File: src/common/mfi_cfg.svh
// Constants for the multi-I/O serial flash interface block
`ifndef MFI_CFG_SVH
`define MFI_CFG_SVH

// ==========================================================
// Instruction codes
`define MFI_OP_PP        8'h02
`define MFI_OP_FAST_RD   8'h0B
`define MFI_OP_DOR       8'h3B
`define MFI_OP_DIOR      8'hBB
`define MFI_OP_QOR       8'h6B
`define MFI_OP_QIOR      8'hEB
`define MFI_OP_QPP       8'h32
`define MFI_OP_DDR_FR    8'h0D
`define MFI_OP_DDR_DIOR  8'hBD
`define MFI_OP_DDR_QIOR  8'hED

// ==========================================================
// Field sizes
`define MFI_ADDR_BITS    6'h18
`define MFI_ADDR_MODE_BITS 6'h20
`define MFI_BYTE_BITS    4'h8
`define MFI_FILL_BYTE    8'hFF
`define MFI_DLP_CYCLES   5'h04
`define MFI_FIFO_DEPTH   16
`define MFI_FIFO_WIDTH   9

// ==========================================================
// Latency cycles per latency code
`define MFI_SDR_LAT0     5'h08
`define MFI_SDR_LAT1     5'h04
`define MFI_SDR_LAT2     5'h02
`define MFI_SDR_LAT3     5'h00
`define MFI_DDR_LAT0     5'h06
`define MFI_DDR_LAT1     5'h04
`define MFI_DDR_LAT2     5'h02
`define MFI_DDR_LAT3     5'h01

`endif

File: src/common/mfi_pkg.sv
// Types shared by the serial flash interface block
package mfi_pkg;

   // ==========================================================
   // Interface states
   typedef enum logic [2:0] {
      MFI_IDLE,
      MFI_INSTR,
      MFI_ADDR,
      MFI_LAT,
      MFI_OUT,
      MFI_IN,
      MFI_SKIP
   } mfi_state_type;

   // ==========================================================
   // Transfer format picked by the instruction
   typedef struct packed {
      logic valid;
      logic needQuad;
      logic isRead;
      logic isDdr;
      logic [2:0] addrLanes;
      logic [2:0] dataLanes;
      logic [5:0] addrBits;
   } mfi_cmd_type;

endpackage : mfi_pkg

File: src/hdl/mfi_sync.sv
// Two-flop synchroniser for a group of pin levels
`timescale 1ns/1ns
`default_nettype none
module mfi_sync #(
   parameter int W = 1,
   parameter logic [W-1:0] RST = '0
) (
   // Clock and reset
   input wire logic core_clk,
   input wire logic arst_n,
   // Levels
   input wire logic [W-1:0] din,
   output logic [W-1:0] dout
);
   logic [W-1:0] meta_r;

   always_ff @(posedge core_clk or negedge arst_n) begin
      if (!arst_n) begin
         meta_r <= RST;
         dout <= RST;
      end else begin
         meta_r <= din;
         dout <= meta_r;
      end
   end
endmodule : mfi_sync
`default_nettype wire

File: src/hdl/mfi_fifo.sv
// Synchronous FIFO with valid and ready on both sides
`timescale 1ns/1ns
`default_nettype none
module mfi_fifo #(
   parameter int W = 8,
   parameter int D = 16
) (
   // Clock and reset
   input wire logic core_clk,
   input wire logic arst_n,
   // Fill side
   input wire logic inValid,
   output logic inReady,
   input wire logic [W-1:0] inData,
   // Drain side
   output logic outValid,
   input wire logic outReady,
   output logic [W-1:0] outData
);
   localparam int AW = $clog2(D);

   logic [W-1:0] mem [D];
   logic [AW:0] wrPtr_r;
   logic [AW:0] rdPtr_r;
   wire logic doWrite;
   wire logic doRead;

   assign inReady = (wrPtr_r - rdPtr_r) != (AW+1)'(D);
   assign outValid = wrPtr_r != rdPtr_r;
   assign doWrite = inValid & inReady;
   assign doRead = outValid & outReady;
   assign outData = mem[rdPtr_r[AW-1:0]];

   always_ff @(posedge core_clk) begin
      if (doWrite) begin
         mem[wrPtr_r[AW-1:0]] <= inData;
      end
   end

   always_ff @(posedge core_clk or negedge arst_n) begin
      if (!arst_n) begin
         wrPtr_r <= '0;
         rdPtr_r <= '0;
      end else begin
         wrPtr_r <= wrPtr_r + (AW+1)'(doWrite);
         rdPtr_r <= rdPtr_r + (AW+1)'(doRead);
      end
   end
endmodule : mfi_fifo
`default_nettype wire

File: src/hdl/mfi_ctrl.sv
// Interface state machine of a multi-I/O serial flash device
// What this block does
// Quad off: shared pin is hold input.
// Hold freezes command, ignores inputs, floats outputs.
// Hold release resumes the exact prior state.
// Quad on: shared pin is data line three.
// DDR commands ignore hold and write protect.
// Dual/quad output reads: address on SI only.
// Single-rate reads take latency from latency code.
// Latency: inputs ignored, nothing driven but the learning pattern, protect ignored.
// Host releases lines before last latency falling edge.
// Single output drives SO until chip select.
// Dual I/O address two bits, then latency/output.
// Dual output drives IO0/IO1 until deselect.
// Quad program/output read address on IO0 only.
// Quad program takes four data bits per cycle.
// Quad I/O address four bits, then latency/output.
// Quad output drives four lines until deselect.
// DDR fast read: one address bit per edge.
// DDR dual read: two address bits per edge.
// DDR quad read: four address bits per edge.
// DDR reads have at least one latency cycle.
// Learning pattern only in last four latency cycles.
// DDR output uses one, two or four lines.
// Quad commands refused unless quad enable set.
// Eight-bit instruction, MSB first, on rising edges.
`timescale 1ns/1ns
`default_nettype none
`include "mfi_cfg.svh"
module mfi_ctrl (
   // Clock and reset
   input wire logic core_clk,
   input wire logic arst_n,
   // Serial link pins
   input wire logic sckPin,
   input wire logic csPinN,
   input wire logic [3:0] ioIn,
   output logic [3:0] ioOut,
   output logic [3:0] ioOe,
   // Configuration levels
   input wire logic quadEnable,
   input wire logic [1:0] latencyCode,
   input wire logic patternEnable,
   input wire logic [7:0] patternByte,
   // Received byte stream
   output logic rxValid,
   input wire logic rxReady,
   output logic [8:0] rxData,
   // Read data stream
   input wire logic rdValid,
   output logic rdReady,
   input wire logic [7:0] rdData,
   // Status
   output logic busy,
   output logic holdActive,
   output logic rxOverrun,
   output logic cmdRejected
);
   import mfi_pkg::*;

   // ==========================================================
   // Format tables
   function automatic mfi_cmd_type decodeCmd(input logic [7:0] op);
      mfi_cmd_type c;
      c = '0;
      c.addrLanes = 3'h1;
      c.dataLanes = 3'h1;
      c.addrBits = `MFI_ADDR_BITS;
      c.valid = 1'b1;
      c.isRead = 1'b1;
      unique case (op)
         `MFI_OP_PP: c.isRead = 1'b0;
         `MFI_OP_FAST_RD: ;
         `MFI_OP_DOR: c.dataLanes = 3'h2;
         `MFI_OP_DIOR: begin
            c.addrLanes = 3'h2;
            c.dataLanes = 3'h2;
            c.addrBits = `MFI_ADDR_MODE_BITS;
         end
         `MFI_OP_QOR: begin
            c.dataLanes = 3'h4;
            c.needQuad = 1'b1;
         end
         `MFI_OP_QIOR: begin
            c.addrLanes = 3'h4;
            c.dataLanes = 3'h4;
            c.addrBits = `MFI_ADDR_MODE_BITS;
            c.needQuad = 1'b1;
         end
         `MFI_OP_QPP: begin
            c.dataLanes = 3'h4;
            c.needQuad = 1'b1;
            c.isRead = 1'b0;
         end
         `MFI_OP_DDR_FR: begin
            c.isDdr = 1'b1;
            c.addrBits = `MFI_ADDR_MODE_BITS;
         end
         `MFI_OP_DDR_DIOR: begin
            c.isDdr = 1'b1;
            c.addrLanes = 3'h2;
            c.dataLanes = 3'h2;
            c.addrBits = `MFI_ADDR_MODE_BITS;
         end
         `MFI_OP_DDR_QIOR: begin
            c.isDdr = 1'b1;
            c.addrLanes = 3'h4;
            c.dataLanes = 3'h4;
            c.addrBits = `MFI_ADDR_MODE_BITS;
            c.needQuad = 1'b1;
         end
         default: c = '0;
      endcase
      return c;
   endfunction : decodeCmd

   function automatic logic [4:0] latCycles(input logic ddr,
                                            input logic [1:0] code);
      logic [4:0] n;
      unique case (code)
         2'h0: n = ddr ? `MFI_DDR_LAT0 : `MFI_SDR_LAT0;
         2'h1: n = ddr ? `MFI_DDR_LAT1 : `MFI_SDR_LAT1;
         2'h2: n = ddr ? `MFI_DDR_LAT2 : `MFI_SDR_LAT2;
         2'h3: n = ddr ? `MFI_DDR_LAT3 : `MFI_SDR_LAT3;
      endcase
      // DDR never runs without a latency cycle
      if (ddr && n == 5'h00) begin
         n = 5'h01;
      end
      return n;
   endfunction : latCycles

   // ==========================================================
   // Pin synchronisers and clock edge detection
   wire logic [5:0] pinSync;
   wire logic sckS;
   wire logic csNS;
   wire logic [3:0] ioS;
   logic sckPrev_r;

   mfi_sync #(.W(6), .RST(6'h10)) pinSyncU (
      .core_clk(core_clk),
      .arst_n(arst_n),
      .din({sckPin, csPinN, ioIn}),
      .dout(pinSync)
   );

   assign sckS = pinSync[5];
   assign csNS = pinSync[4];
   assign ioS = pinSync[3:0];

   // ==========================================================
   // State
   mfi_state_type state_r, state_nxt;
   mfi_cmd_type cmd_r, cmd_nxt;
   logic [5:0] addrLeft_r, addrLeft_nxt;
   logic [7:0] inByte_r, inByte_nxt;
   logic [3:0] inBits_r, inBits_nxt;
   logic [4:0] latLeft_r, latLeft_nxt;
   logic [2:0] dlpIdx_r, dlpIdx_nxt;
   logic [7:0] outShift_r, outShift_nxt;
   logic [3:0] outLeft_r, outLeft_nxt;
   logic [3:0] ioOut_r, ioOut_nxt;
   logic [3:0] ioOe_r, ioOe_nxt;
   logic started_r, started_nxt;
   logic pushValid_r, pushValid_nxt;
   logic [8:0] pushData_r, pushData_nxt;
   logic overrun_r, overrun_nxt;
   logic rejected_r, rejected_nxt;

   // ==========================================================
   // Edge qualification and lane selection
   wire logic sckRise;
   wire logic sckFall;
   wire logic edgeOk;
   wire logic capEdge;
   wire logic launchEdge;
   wire logic [2:0] inLanes;
   wire logic [7:0] capByte;
   wire logic [3:0] inBitsSum;
   wire logic [4:0] latRem;
   wire logic dlpOn;
   wire logic doLaunch;
   wire logic [7:0] outByte;
   wire logic [7:0] outShifted;
   wire logic [3:0] laneBits;
   wire logic [3:0] laneOe;
   wire logic [3:0] outBase;
   wire logic pushReady;
   wire mfi_cmd_type opCmd;

   assign sckRise = sckS & ~sckPrev_r;
   assign sckFall = ~sckS & sckPrev_r;
   // Shared pin is hold only with quad off and outside DDR
   assign holdActive = ~csNS & ~quadEnable & ~cmd_r.isDdr
                       & ~ioS[3] & (state_r != MFI_IDLE);
   // Hold swallows edges so the state simply stands still
   assign edgeOk = ~holdActive;
   assign capEdge = edgeOk & (sckRise
                    | (cmd_r.isDdr & started_r & sckFall));
   assign launchEdge = edgeOk & (sckFall | (cmd_r.isDdr & sckRise));

   // Only the format's own lanes are read; the rest are ignored
   assign inLanes = (state_r == MFI_INSTR) ? 3'h1 :
                    (state_r == MFI_ADDR) ? cmd_r.addrLanes :
                    cmd_r.dataLanes;
   assign capByte = (inLanes == 3'h4) ? {inByte_r[3:0], ioS} :
                    (inLanes == 3'h2) ? {inByte_r[5:0], ioS[1:0]} :
                    {inByte_r[6:0], ioS[0]};
   assign inBitsSum = inBits_r + {1'b0, inLanes};
   assign opCmd = decodeCmd(capByte);

   // Latency cycles still to run once this edge is taken
   assign latRem = sckFall ? (latLeft_r - 5'h01) : latLeft_r;
   assign dlpOn = cmd_r.isDdr & patternEnable
                  & (latRem <= `MFI_DLP_CYCLES) & (latRem != 5'h00);

   assign doLaunch = launchEdge & ((state_r == MFI_OUT)
                     | ((state_r == MFI_LAT) & sckFall
                        & (latLeft_r == 5'h01)));
   assign rdReady = doLaunch & (outLeft_r == 4'h0);
   // Starved read data shows as the fill byte, not stale bits
   assign outByte = (outLeft_r != 4'h0) ? outShift_r :
                    (rdValid ? rdData : `MFI_FILL_BYTE);
   assign outShifted = (cmd_r.dataLanes == 3'h4) ? {outByte[3:0], 4'h0} :
                       (cmd_r.dataLanes == 3'h2) ? {outByte[5:0], 2'h0} :
                       {outByte[6:0], 1'b0};
   assign outBase = (outLeft_r == 4'h0) ? `MFI_BYTE_BITS : outLeft_r;
   assign laneBits = (cmd_r.dataLanes == 3'h4) ? outByte[7:4] :
                     (cmd_r.dataLanes == 3'h2) ? {2'h0, outByte[7:6]} :
                     {2'h0, outByte[7], 1'b0};
   assign laneOe = (cmd_r.dataLanes == 3'h4) ? 4'hF :
                   (cmd_r.dataLanes == 3'h2) ? 4'h3 : 4'h2;

   // ==========================================================
   // Next-state logic
   always_comb begin
      state_nxt = state_r;
      cmd_nxt = cmd_r;
      addrLeft_nxt = addrLeft_r;
      inByte_nxt = inByte_r;
      inBits_nxt = inBits_r;
      latLeft_nxt = latLeft_r;
      dlpIdx_nxt = dlpIdx_r;
      outShift_nxt = outShift_r;
      outLeft_nxt = outLeft_r;
      ioOut_nxt = ioOut_r;
      ioOe_nxt = ioOe_r;
      started_nxt = started_r;
      pushValid_nxt = 1'b0;
      pushData_nxt = pushData_r;
      overrun_nxt = overrun_r | (pushValid_r & ~pushReady);
      rejected_nxt = rejected_r;
      if (csNS) begin
         state_nxt = MFI_IDLE;
         cmd_nxt = '0;
         inBits_nxt = 4'h0;
         outLeft_nxt = 4'h0;
         ioOe_nxt = 4'h0;
         started_nxt = 1'b0;
      end else begin
         unique case (state_r)
            MFI_IDLE: begin
               state_nxt = MFI_INSTR;
               overrun_nxt = pushValid_r & ~pushReady;
               rejected_nxt = 1'b0;
            end
            MFI_INSTR: begin
               if (capEdge) begin
                  inByte_nxt = capByte;
                  inBits_nxt = inBitsSum;
                  if (inBitsSum == `MFI_BYTE_BITS) begin
                     inBits_nxt = 4'h0;
                     pushValid_nxt = 1'b1;
                     pushData_nxt = {1'b1, capByte};
                     cmd_nxt = opCmd;
                     addrLeft_nxt = opCmd.addrBits;
                     if (!opCmd.valid) begin
                        state_nxt = MFI_SKIP;
                     end else if (opCmd.needQuad && !quadEnable) begin
                        state_nxt = MFI_SKIP;
                        rejected_nxt = 1'b1;
                        cmd_nxt = '0;
                     end else begin
                        state_nxt = MFI_ADDR;
                     end
                  end
               end
            end
            MFI_ADDR: begin
               if (edgeOk && sckRise) begin
                  started_nxt = 1'b1;
               end
               if (capEdge) begin
                  inByte_nxt = capByte;
                  inBits_nxt = inBitsSum;
                  addrLeft_nxt = addrLeft_r - {3'h0, cmd_r.addrLanes};
                  if (inBitsSum == `MFI_BYTE_BITS) begin
                     inBits_nxt = 4'h0;
                     pushValid_nxt = 1'b1;
                     pushData_nxt = {1'b0, capByte};
                  end
                  if (addrLeft_r == {3'h0, cmd_r.addrLanes}) begin
                     dlpIdx_nxt = 3'h7;
                     if (cmd_r.isRead) begin
                        // SDR address ends on a rise, so one more fall
                        state_nxt = MFI_LAT;
                        latLeft_nxt = latCycles(cmd_r.isDdr, latencyCode)
                           + {4'h0, ~cmd_r.isDdr};
                     end else begin
                        state_nxt = MFI_IN;
                     end
                  end
               end
            end
            MFI_LAT: begin
               // Lines stay released unless the learning pattern runs
               ioOe_nxt = 4'h0;
               if (launchEdge && dlpOn) begin
                  ioOut_nxt = {4{patternByte[dlpIdx_r]}};
                  ioOe_nxt = 4'hF;
                  dlpIdx_nxt = dlpIdx_r - 3'h1;
               end else if (!launchEdge) begin
                  ioOe_nxt = ioOe_r;
               end
               if (edgeOk && sckFall) begin
                  if (latLeft_r == 5'h01) begin
                     state_nxt = MFI_OUT;
                  end else begin
                     latLeft_nxt = latLeft_r - 5'h01;
                  end
               end
            end
            MFI_OUT: ; // Output runs until chip select rises
            MFI_IN: begin
               if (capEdge) begin
                  inByte_nxt = capByte;
                  inBits_nxt = inBitsSum;
                  if (inBitsSum == `MFI_BYTE_BITS) begin
                     inBits_nxt = 4'h0;
                     pushValid_nxt = 1'b1;
                     pushData_nxt = {1'b0, capByte};
                  end
               end
            end
            MFI_SKIP: ;
            default: state_nxt = MFI_IDLE;
         endcase
         if (doLaunch) begin
            ioOut_nxt = laneBits;
            ioOe_nxt = laneOe;
            outShift_nxt = outShifted;
            outLeft_nxt = outBase - {1'b0, cmd_r.dataLanes};
         end
      end
   end

   // ==========================================================
   // Registers
   always_ff @(posedge core_clk or negedge arst_n) begin
      if (!arst_n) begin
         sckPrev_r <= 1'b0;
         state_r <= MFI_IDLE;
         cmd_r <= '0;
         addrLeft_r <= 6'h00;
         inByte_r <= 8'h00;
         inBits_r <= 4'h0;
         latLeft_r <= 5'h00;
         dlpIdx_r <= 3'h7;
      end else begin
         sckPrev_r <= sckS;
         state_r <= state_nxt;
         cmd_r <= cmd_nxt;
         addrLeft_r <= addrLeft_nxt;
         inByte_r <= inByte_nxt;
         inBits_r <= inBits_nxt;
         latLeft_r <= latLeft_nxt;
         dlpIdx_r <= dlpIdx_nxt;
      end
   end

   always_ff @(posedge core_clk or negedge arst_n) begin
      if (!arst_n) begin
         outShift_r <= 8'h00;
         outLeft_r <= 4'h0;
         ioOut_r <= 4'h0;
         ioOe_r <= 4'h0;
         started_r <= 1'b0;
         pushValid_r <= 1'b0;
         pushData_r <= 9'h000;
         overrun_r <= 1'b0;
         rejected_r <= 1'b0;
      end else begin
         outShift_r <= outShift_nxt;
         outLeft_r <= outLeft_nxt;
         ioOut_r <= ioOut_nxt;
         ioOe_r <= ioOe_nxt;
         started_r <= started_nxt;
         pushValid_r <= pushValid_nxt;
         pushData_r <= pushData_nxt;
         overrun_r <= overrun_nxt;
         rejected_r <= rejected_nxt;
      end
   end

   // ==========================================================
   // Received byte buffer
   // The link cannot be stalled, so a full buffer drops and flags
   mfi_fifo #(.W(`MFI_FIFO_WIDTH), .D(`MFI_FIFO_DEPTH)) rxFifoU (
      .core_clk(core_clk),
      .arst_n(arst_n),
      .inValid(pushValid_r),
      .inReady(pushReady),
      .inData(pushData_r),
      .outValid(rxValid),
      .outReady(rxReady),
      .outData(rxData)
   );

   // ==========================================================
   // Outputs
   assign ioOut = ioOut_r;
   assign ioOe = holdActive ? 4'h0 : ioOe_r;
   assign busy = state_r != MFI_IDLE;
   assign rxOverrun = overrun_r;
   assign cmdRejected = rejected_r;

endmodule : mfi_ctrl
`default_nettype wire

File: config.mk
export PLATFORM = sky130hd
export DESIGN_NAME = mfi_ctrl
export DESIGN_NICKNAME = d
export VERILOG_FILES = /design/src/common/mfi_pkg.sv /design/src/hdl/mfi_sync.sv /design/src/hdl/mfi_fifo.sv /design/src/hdl/mfi_ctrl.sv
export VERILOG_INCLUDE_DIRS = /design/src /design/src/common
export SDC_FILE = /design/constraint.sdc
export NUM_CORES = 1
export LEC_CHECK = 0
export ABC_AREA = 1
export ABC_CLOCK_PERIOD_IN_PS = 4300
export BUFFER_PORTS_ARGS = -buffer_cell sky130_fd_sc_hd__buf_2
export CELL_PAD_IN_SITES_DETAIL_PLACEMENT = 1
export CELL_PAD_IN_SITES_GLOBAL_PLACEMENT = 2
export CORE_AREA = 2 2 172 174
export CTS_CLUSTER_DIAMETER = 150
export DETAILED_ROUTE_END_ITERATION = 8
export DIE_AREA = 0 0 174 176
export PLACE_DENSITY_LB_ADDON = 0.3
export RECOVER_POWER = 25
export SLEW_MARGIN = 20
export SYNTH_ARGS = -nofsm -noshare
export SYNTH_HDL_FRONTEND = slang
export SYNTH_HIERARCHICAL = 1
export SYNTH_SLANG_ARGS = --single-unit
File: constraint.sdc
create_clock -name core_clk -period 4.3 [get_ports core_clk]
set_input_delay 0.86 -clock core_clk [delete_from_list [all_inputs] [get_ports core_clk]]
set_output_delay 0.86 -clock core_clk [all_outputs]
set_load 0.005 [all_outputs]
Yosys cells after proc, flatten, opt, wreduce, memory -nomap -nowiden
Memory sizes are Yosys's and may differ from the RTL's. Cells that the tools add are included.

$add $sub $neg: 9. Multipliers: 0. Divide/modulo/power cells: 0. Order comparisons: 2. Equality and inequality tests: 47. Shift operators: 0. Multiplexer cells: 104. Bitwise operators: 33. Reductions and logical operators: 55.

Operator list (count): two-way mux 5 bit (17); two-way mux 14 bit (6); two-way mux 4 bit (19); two-way mux 8 bit (6); two-way mux 3 bit (15); two-way mux 9 bit (4); equality test 8 bit, second input constant (4); nonzero test 2 bit (13); one-hot mux 6 bit (2 select lines) (2); two-way mux 1 bit (23); bitwise AND 1 bit (21); one-hot mux 5 bit (4 select lines) (1); two-way mux 6 bit (3); one-hot mux 3 bit (3 select lines) (2); one-hot mux 9 bit (2 select lines) (1); equality test 8 x 4 -> 1 bit, second input constant (2); equality test 8 x 6 -> 1 bit, second input constant (2); inequality test 2 x 1 -> 1 bit, second input constant (8); adder 5 x 1 -> 5 bit (3); equality test 3 bit, second input constant (5); one-hot mux 3 bit (5 select lines) (1); OR reduction 3 bit (5); AND reduction 7 bit (2); equality test 3 x 2 -> 1 bit, second input constant (4); 46 further kinds (81).

Register bits: 92. Bits in latches: 0. Memory bits (writable): 144. Memory bits (read-only): 0. Output and inout port bits: 23. Word-level logic and storage cells: 275. Memories: 1.

Memory list: rxFifoU.mem (depth 16, bits a word 9, read ports 1, clocked after Yosys merged registers in 0, write ports 1, RTL line mfi_fifo.sv:22) `logic [W-1:0] mem [D];`.

Depth between registers and ports, before layout
Gate-level depths: netlist of the first run.

Depth in word-level cells: 23. Depth in mapped cells: 21. Depth with buffers taken out: 20.

Modules after synthesis
Netlist of the first run, hierarchy kept.

Modules (own cells, without submodules): mfi_fifo (times used 1, cells an instance 556, area an instance 6456.2 µm², sequential area each 4574.4 µm²); mfi_ctrl (times used 1, cells an instance 616, area an instance 4588.2 µm², sequential area each 1705.4 µm²); mfi_sync (times used 1, cells an instance 12, area an instance 302.8 µm², sequential area each 302.8 µm²).

Worst setup path before layout of the first run
OpenSTA, ideal clock, no wires.

Path type: register to register. Start: register state_r[2]. End: register addrLeft_r[3]. Library setup time: 0.128 ns. Arrival: 2.946 ns. Path slack: 1.226 ns. Stages on the path, launching flop included: 20. Clock period less this slack: 3.074 ns. Cells stage by stage: dfrtp_1 nor2_2 nand2_4 buf_6 nand2_4 nand3_4 ha_1 fa_1 xnor2_1 nand3_1 nor2_1 inv_1 nor2_2 inv_2 nor3_4 inv_2 nand2_1 clkinv_1 nor2_1 a22oi_1.

Word-level cells in the longest chain between the ends: 12. Elaborated cells on any way between the ends: 35. Classes of those cells: 1 x add/sub; 18 x eq/ne; 8 x mux; 3 x bitwise; 5 x reduce/logical.

Ends and longest elaborated chain: start, declared (RTL line mfi_ctrl.sv:154) `mfi_state_type state_r, state_nxt;`; start signal, assigned (RTL line mfi_ctrl.sv:372) `state_r <= state_nxt;`; equality test 3 x 2 -> 1 bit (RTL line mfi_ctrl.sv:205, mfi_ctrl.sv:262); two-way mux 3 bit (RTL line mfi_ctrl.sv:205) `(state_r == MFI_ADDR) ? cmd_r.addrLanes :`; two-way mux 3 bit (RTL line mfi_ctrl.sv:204) `assign inLanes = (state_r == MFI_INSTR) ? 3'h1 :`; equality test 3 x 2 -> 1 bit (RTL line mfi_ctrl.sv:208) `(inLanes == 3'h2) ? {inByte_r[5:0], ioS[1:0]} :`; two-way mux 8 bit (RTL line mfi_ctrl.sv:208); two-way mux 8 bit (RTL line mfi_ctrl.sv:207) `assign capByte = (inLanes == 3'h4) ? {inByte_r[3:0], ioS} :`; equality test 8 bit, or another cell as far along (RTL line mfi_ctrl.sv:71) `unique case (op)`; OR reduction 5 bit (no source line); one-hot mux 6 bit (2 select lines) (RTL line mfi_ctrl.sv:71); two-way mux 6 bit (RTL line mfi_ctrl.sv:272) `` if (inBitsSum == `MFI_BYTE_BITS) begin ``; two-way mux 6 bit (RTL line mfi_ctrl.sv:269) `if (capEdge) begin`; one-hot mux 6 bit (2 select lines) (RTL line mfi_ctrl.sv:262) `unique case (state_r)`; end signal, assigned (RTL line mfi_ctrl.sv:374) `addrLeft_r <= addrLeft_nxt;`; end, declared (RTL line mfi_ctrl.sv:156) `logic [5:0] addrLeft_r, addrLeft_nxt;`.

Several ways; a longest one is shown, not always the timed one. The select of a mux whose other input is x is not followed. A chain may end at the register's enable or synchronous reset.

Worst setup path in the final report of the first run
Same ends and word-level chain as after synthesis.

==> results of run 1 <==
==> registers in the layout, summed over array words and instances (netlist names), 4 cells and up <==
register         flops
pinSyncU/meta_r      6
rxFifoU/rdPtr_r      5
outShift_r           7
addrLeft_r           6
rxFifoU/mem        144
ioOut                4
latLeft_r            5
outLeft_r            4
cmd_r                8
pushData_r           9
inByte_r             7
pinSyncU/dout        6
inBits_r             4
rxFifoU/wrPtr_r      5
==> placed cells by master (no fill, tap or decap), types with 5 or more instances in the layout <==
cell       instances
a21oi_1           24
buf_2             51
buf_4             15
clkbuf_1           6
clkbuf_16         25
clkinv_1           9
dfrtp_1           83
dfstp_2            5
edfxtp_1         144
ha_1              21
inv_1             90
inv_2              7
nand2_1          225
nand2_2           19
nand2_4            7
nand3_1           61
nor2_1           173
nor2_2            13
nor3_1             9
o211ai_1          22
o21ai_0          156
o21ai_1            6
o22ai_1            9
xnor2_1            7
xor2_1             7
==> Yosys cell counts, drive strengths merged (7+ instances only) <==
| library cell | count | share of area, % |
|---|---|---|
| o22ai | 13 | 0.94 |
| ha | 21 | 2.3 |
| nor2 | 190 | 6.9 |
| o21ai | 162 | 7.1 |
| inv | 97 | 3.2 |
| a21oi | 24 | 1.1 |
| o211ai | 22 | 1.5 |
| nand2 | 251 | 9.2 |
| nand3 | 67 | 3.4 |
| edfxtp | 144 | 38 |
| dfrtp | 85 | 19 |
| nor3 | 11 | 0.68 |
| xor2 | 7 | 0.54 |
| clkbuf | 12 | 0.42 |
| xnor2 | 7 | 0.54 |
| buf | 26 | 1.5 |
==> through the flow <==
step / worst slack [ns] / instances / hold slack (ns) / cell area [um^2] / utilization (%)
detailed placement: 0.828 / 1597 / 0.337 / 12000 / 42.0
global placement: 0.941 / 1597 / 0.333 / 12000 / 42.0
CTS: 0.793 / 1643 / 0.347 / 12900 / 45.0
finish: 0.787 / 1643 / 0.344 / 12900 / 45.0
global route: 0.374 / 1643 / 0.361 / 12900 / 45.0
floorplan: 1.23 / 1184 / 0.331 / 11300 / -
==> layer usage <==
| layer | up-vias | track usage, % | wire length [um] |
|---|---|---|---|
| met5 | - | 0 | 0 |
| met4 | 0 | 4.80 | 643 |
| met3 | 42 | 2.56 | 935 |
| met2 | 119 | 34.4 | 14200 |
| met1 | 4039 | 26.3 | 13500 |
| li1 | 4115 | - | - |
==> cell type report <==
type	count	area (um^2)
sequential	234	6590
timing repair buffer	67	373
inverter	103	387
multi-input combinational	809	4170
clock inverter	13	183
tap	384	480
fill	3290	15700
clock buffer	33	676
==> cells by family after synthesis <==
kind of cell | synth area share (%)
adders and majority gates | 2.84
AOI/OAI and AO/OA | 11.7
xor gates and xnor gates | 1.08
DFF | 58.0
buffers and inverters | 5.30
other | 0.0330
and+or+nand+nor | 21.0
==> report_power, final <==
group	switching [uW]	total [uW]	internal [uW]	leakage, uW
logic	1630	2400	770	0.00245
clock network	892	2240	1350	0.000417
registers	148	2680	2530	0.00266
total	2670	7320	4650	0.00553
==> how the worst max path moves through the flow <==
stage | end | slack [ns] | from | depth (start not counted)
floorplan | addrLeft_r[3] | 1.23 | state_r[2] | 19
CTS | addrLeft_r[3] | 0.79 | state_r[2] | 18
global route | addrLeft_r[3] | 0.37 | state_r[2] | 18
detailed placement | addrLeft_r[3] | 0.83 | state_r[2] | 18
global placement | addrLeft_r[4] | 0.94 | state_r[2] | 18
finish | addrLeft_r[3] | 0.79 | state_r[2] | 18
==> summary.md, run 1 <==
| Metric | Value |
|---|---|
| Period utilisation layout | 81.7% |
| VDD IR-drop max | 0.309 mV |
| CTS max path bufs | 3 |
| Crit path cell chain | nor2_2, nand2_4, nand2_4, nand3_4, ha_1, fa_1, xnor2_1, nand3_1, nor2_1, inv_1, nor2_2, inv_2, nor3_4, inv_2, nand2_1, clkinv_1, nor2_1, a22oi_1 |
| Leakage | 0.00553 uW |
| IO Port Bufs | 52 |
| DP HPWL | 20300 um |
| Distinct cells, synth | 51 |
| CP Data Required Time | 4.72 ns |
| Max cap viols | 1 |
| Vias post-DR | 8315 |
| Worst skew pair latency | 0.54 ns |
| Crit Path Max Fanout | 13 |
| WHS Endpoint | pinSyncU/dout[3] |
| Via/cell ratio | 5.06 |
| Vias in the first global route | 8927 |
| Crit path kind | flop to flop |
| Status | finished, violations left |
| Critical path's slowest cell | dfrtp_1 |
| CP Data Arrival Time | 3.93 ns |
| Clk root buf | clkbuf_16 |
| FF-to-FF End | addrLeft_r[3] |
| First-pass GRT wire length | 48300 um |
| Share of cells above drive strength 1 | 14.1% |
| Mapped Area | 11300 um^2 |
| DRC Markers | 0 |
| # diodes | 0 |
| RSZ-0062 raised after global routing | false |
| Hold Path Class | flop to flop |
| Die Span Y | 176 um |
| Bufs and invs on worst path | 4 |
| Routability cong. | 0.810 |
| Worst hold start | pinSyncU/meta_r[3] |
| Area grow syn2layout | 13.3% |
| Worst-margin pin slew | 1.84 ns |
| Top FF cell, synth | edfxtp_1 |
| Sink Count | 234 |
| Sum Neg Setup Slack | 0 ns |
| Top Family by Delay on Critical Path | simple AND/OR/NAND/NOR gates |
| Post-CTS Setup Bufs | 0 |
| FFs w/ async S/R, synth | 38.5% |
| Synth Register Bits | 234 |
| Final setup viols | 0 |
| Crit-path max cell delay | 0.44 ns |
| R2R setup slack | 0.79 ns |
| PwrDens | 570 nW/um^2 |
| DR pass1 iterations | 5 |
| Final wirelength | 29300 um |
| Rel. slew slack | -22.7% |
| Post-synthesis sequential area ratio | 58.0% |
| Area of the core | 28500 um^2 |
| Crit end category | flop |
| Cell Rows | 62 |
| Cells after Synth | 1184 |
| Post-Route Skew | 0.00997 ns |
| Num CTS Buffers | 25 |
| Nets | 1294 |
| Post-route minimum period | 3.51 ns |
| Violations in the final reports | max-capacitance violations, max-slew violations |
| DR iter-0 viols | 373 |
| Pins Over Slew Limit | 71 |
| CTS clock-pin slew for the worst setup and hold paths | 0.06 ns |
| Hold buffer count at CTS | 0 |
| Total Power | 7320 uW |
| Die area | 30600 um^2 |
| Initial antenna violation count | 0 |
| Fmax | 285 MHz |
| Worst Hold Path Cells | 0 |
| Mean post-synth cell area | 9.58 um^2 |
| Largest net degree at the start of global routing | 75 |
| Post-Syn Nets | 1238 |
| Htree depth | 1 |
| I/O pin count | 53 |
| Antenna Nets Post-Route | 0 |
| Post-CTS resize count | 0 |
| Synthesis warning total | 6 |
| Number of enable flip-flop cells after synthesis | 144 |
| DIE WIDTH | 174 um |
| Worst R2R Path Depth | 18 |
| Startpoint types | flop |
| Total global-route track usage | 19.8% |
| Hold Vio Cnt, Final | 0 |
| DR WL/cell | 17.9 um |
| TritonCTS clock tree | yes |
| Initial Util | 39.7% |
| Gr ovfl total | 0 |
| R2R Path Start | state_r[2] |
(Power assumes the default switching activity.)
==> run 2, diff against run 1 <==
- ABC_AREA: 1 -> 0
- ABC_CLOCK_PERIOD_IN_PS: 4300 -> 3200
- CORE_AREA: 2 2 172 174 -> 2 2 169 171
- DIE_AREA: 0 0 174 176 -> 0 0 171 173
- clock period: 4.3 -> 3.2 ns (I/O delays scaled with it)
==> run 2 against run 1 <==
Compared with the run above:
- the flow now finishes without violations
- clock power grew 37%
- via count down 15%
- sequential share of layout area is 1.6 points lower
- critical path type unchanged
- largest cell class unchanged
- largest power group unchanged
==> summary.md, run 2 <==
| Metric | Value |
|---|---|
| PwrDens | 633 nW/um^2 (+11%) |
| Bufs and invs on worst path | 1 (-3) |
| Routability cong. | 0.814 (+0.46%) |
| TritonCTS clock tree | yes |
| Crit-path max cell delay | 0.47 ns (+0.03 ns) |
| Commonest cells post-synth | 144 x edfxtp_1, 85 x dfrtp_1, 60 x nor2_1, 52 x nand2_1, 40 x o21ai_0 |
| Antenna Nets Post-Route | 0 (unchanged) |
| Htree depth | 1 (unchanged) |
| FILL cells | 2817 (-14%) |
| Clk root buf | clkbuf_16 |
| DRC Markers | 0 (unchanged) |
| RSZ-0062 raised after global routing | true |
| DIE WIDTH | 171 um (-1.7%) |
| Crit path kind | flop to flop |
| Critical path's slowest cell | fa_2 |
| Vias post-DR | 7085 (-15%) |
| DR WL/cell | 20.1 um (+13%) |
| Final wirelength | 26300 um (-10%) |
| Largest net degree at the start of global routing | 59 (-21%) |
| Area contributors post-synth | edfxtp_1 39%, dfrtp_1 19%, mux4_1 6.5% |
| Worst-margin pin slew | 1.46 ns (-0.385 ns) |
| Mapped Area | 11000 um^2 (-3.2%) |
| Mean post-synth cell area | 13.9 um^2 (+45%) |
| Cell Rows | 61 (-1.6%) |
| Post-Syn Nets | 843 (-32%) |
| VDD IR-drop max | 0.396 mV (+28%) |
| Synthesis warning total | 6 (unchanged) |
| Min Hold Slack | 0.210 ns (-0.134 ns) |
| IO Port Bufs | 52 (unchanged) |
| CP Data Arrival Time | 3.56 ns (-0.37 ns) |
| Crit path cell chain | o21bai_4, a221o_1, clkinv_4, ha_4, fa_2, nor3_4, and2_4, a21oi_2, o21ai_1, o211ai_1, nor2_2, a21oi_4, a32o_1 |
| Initial antenna violation count | 0 (unchanged) |
| # diodes | 0 (unchanged) |
| Distinct cells, synth | 85 (+67%) |
| Final setup viols | 0 (unchanged) |
| Number of enable flip-flop cells after synthesis | 144 (unchanged) |
| Yosys top cell by area | edfxtp_1 |
| Total global-route track usage | 17.7% (-2.1 points) |
| Max FFs per register | 144 (unchanged) |
| Worst skew pair latency | 0.53 ns (about the same) |
| DP HPWL | 17900 um (-12%) |
| Final Util | 48.0% (+3.0 points) |
| Vias in the first global route | 7686 (-14%) |
| CTS max path bufs | 3 (unchanged) |
| Status | complete, no violations |
| CP Data Required Time | 3.61 ns (-1.11 ns) |
| Leakage | 0.00480 uW (-13%) |
| Initial Util | 39.7% (about the same) |
| Most frequent cells in the layout | 144 x edfxtp_1, 81 x dfrtp_1, 67 x buf_4, 58 x nor2_1, 50 x nand2_1 |
| CTS clock-pin slew for the worst setup and hold paths | 0.06 ns (about the same) |
| Crit end category | flop |
| Share of cells above drive strength 1 | 28.7% (+15 points) |
| Period utilisation layout | 98.2% (+16 points) |
| I/O pin count | 53 (unchanged) |
| Post-synth top area share | 39.4% (+1.3 points) |
| R2R setup slack | 0.06 ns (-0.73 ns) |
| Most common cell after layout, fill and taps aside | edfxtp_1 |
| Hold Path Class | input pin to flop |
| Max cap viols | 0 (-1) |
| Gr ovfl total | 0 (unchanged) |
| Sink Count | 234 (unchanged) |
| Post-route minimum period | 3.14 ns (-0.371 ns) |
| Synth Register Bits | 234 (unchanged) |
| Die Span Y | 173 um (-1.7%) |
| Post-synthesis sequential area ratio | 59.9% (+1.9 points) |
| Hold buffer count at CTS | 0 (unchanged) |
| Most frequent cell after synthesis | edfxtp_1 |
| Nets | 962 (-26%) |
| Crit Path Max Fanout | 8 (-5) |
| Top FF cell, synth | edfxtp_1 |
| Num CTS Buffers | 26 (+4.0%) |
| DR iter-0 viols | 451 (+21%) |
| Fmax | 318 MHz (+12%) |
| First-pass GRT wire length | 41700 um (-14%) |
| Hold Vio Cnt, Final | 0 (unchanged) |
| Die area | 29600 um^2 (-3.4%) |
| Area of the core | 27600 um^2 (-3.2%) |
| Cells after Synth | 789 (-33%) |
| FFs w/ async S/R, synth | 38.5% (unchanged) |
| Pins Over Slew Limit | 0 (-100%) |
| Via/cell ratio | 5.42 (+7.2%) |
| Post-Route Skew | 0.00932 ns (-0.000650 ns) |
| Area grow syn2layout | 20.7% |
| Startpoint types | flop |
| DR pass1 iterations | 4 (-1) |
| Rel. slew slack | 2.92% (+26 points) |
| Top Family by Delay on Critical Path | compound AO/OA/AOI/OAI gates |
-- run 2: changes by cell type in the layout (fill, tap and decap cells not counted), sizes merged, moves of 11 or more --
cell and delta:
nand3 -52, a21oi +11, o21ai -117, buf +53, inv -68, nand2 -199
mux4 +47, o211ai -17, nor2 -129
-- run 2: final timing paths --
path / start / end / cells past startpoint
max: state_r[2] / cmd_r[11] / 13
min: csPinN / pinSyncU/meta_r[4] / 1
max reg2reg: state_r[2] / cmd_r[11] / 13
min reg2reg: pinSyncU/meta_r[2] / pinSyncU/dout[2] / 0
max in group asynchronous: arst_n / rxFifoU/rdPtr_r[0] / 2
min in group asynchronous: arst_n / outShift_r[6] / 1
-- run 2: power breakdown --
part,switching (uW),internal [uW]
clock network,1180,1890
registers,196,3350
logic,985,787
-- run 2: worst register-to-register path, cell delays in order, from the launching register on --
cell and delay, ns:
dfrtp_1 0.42, o21bai_4 0.20, a221o_1 0.42, clkinv_4 0.09, ha_4 0.14, fa_2 0.47
nor3_4 0.20, and2_4 0.20, a21oi_2 0.06, o21ai_1 0.14, o211ai_1 0.13, nor2_2 0.20
a21oi_4 0.12, a32o_1 0.24
-- run 2: cells by family (layout without fill, tap and decap cells) --
| logic type | Yosys count | count (layout) | synth area share [%] |
|---|---|---|---|
| flip-flops | 234 | 234 | 59.9 |
| AND/OR/NAND/NOR | 232 | 232 | 11.0 |
| AO/OA/AOI/OAI | 159 | 159 | 10.2 |
| buffers and inverters | 63 | 202 | 2.78 |
| multiplexers | 60 | 60 | 11.8 |
| adder cells (fa/ha/maj) | 24 | 24 | 2.94 |
| XOR/XNOR | 16 | 16 | 1.28 |
| other | 1 | 1 | 0.0341 |
-- run 2: area by class of cell --
cell class	count	area [um^2]	area share (%)
multi-input combinational	492	4350	32.8
tap	378	473	3.57
inverter	31	124	0.934
sequential	234	6590	49.7
timing repair buffer	123	838	6.32
clock buffer	37	722	5.44
clock inverter	11	165	1.25
-- run 2: metrics by stage --
step	setup TNS (ns)	total power (uW)	setup WS, ns	std cells	cell area (um^2)
global route	-0.990	8770	-0.101	1306	13300
CTS	0	8330	0.00834	1296	13100
floorplan	-24.21	4570	-0.298	789	11000
global placement	-0.436	5030	-0.0748	1243	12100
finish	0	8390	0.0579	1306	13300
detailed placement	-2.37	5100	-0.301	1243	12100
-- run 2: routing by layer --
layer  share of wire (%)  global-route usage, %  up-vias
met5                   0                      0        -
met4                 2.6                   4.66        0
met3                 2.8                   2.54       43
met2                  52                   32.0      113
met1                  43                   22.1     3624
li1                    -                      -     3305
-- run 2: timing repair --
item / CTS / global route
endpoints found under the setup margin: 14 / 27
resized for setup: 13 / 23
buffers inserted: 5 / 10
pin swaps: 6 / 20
cloned: 0 / 1
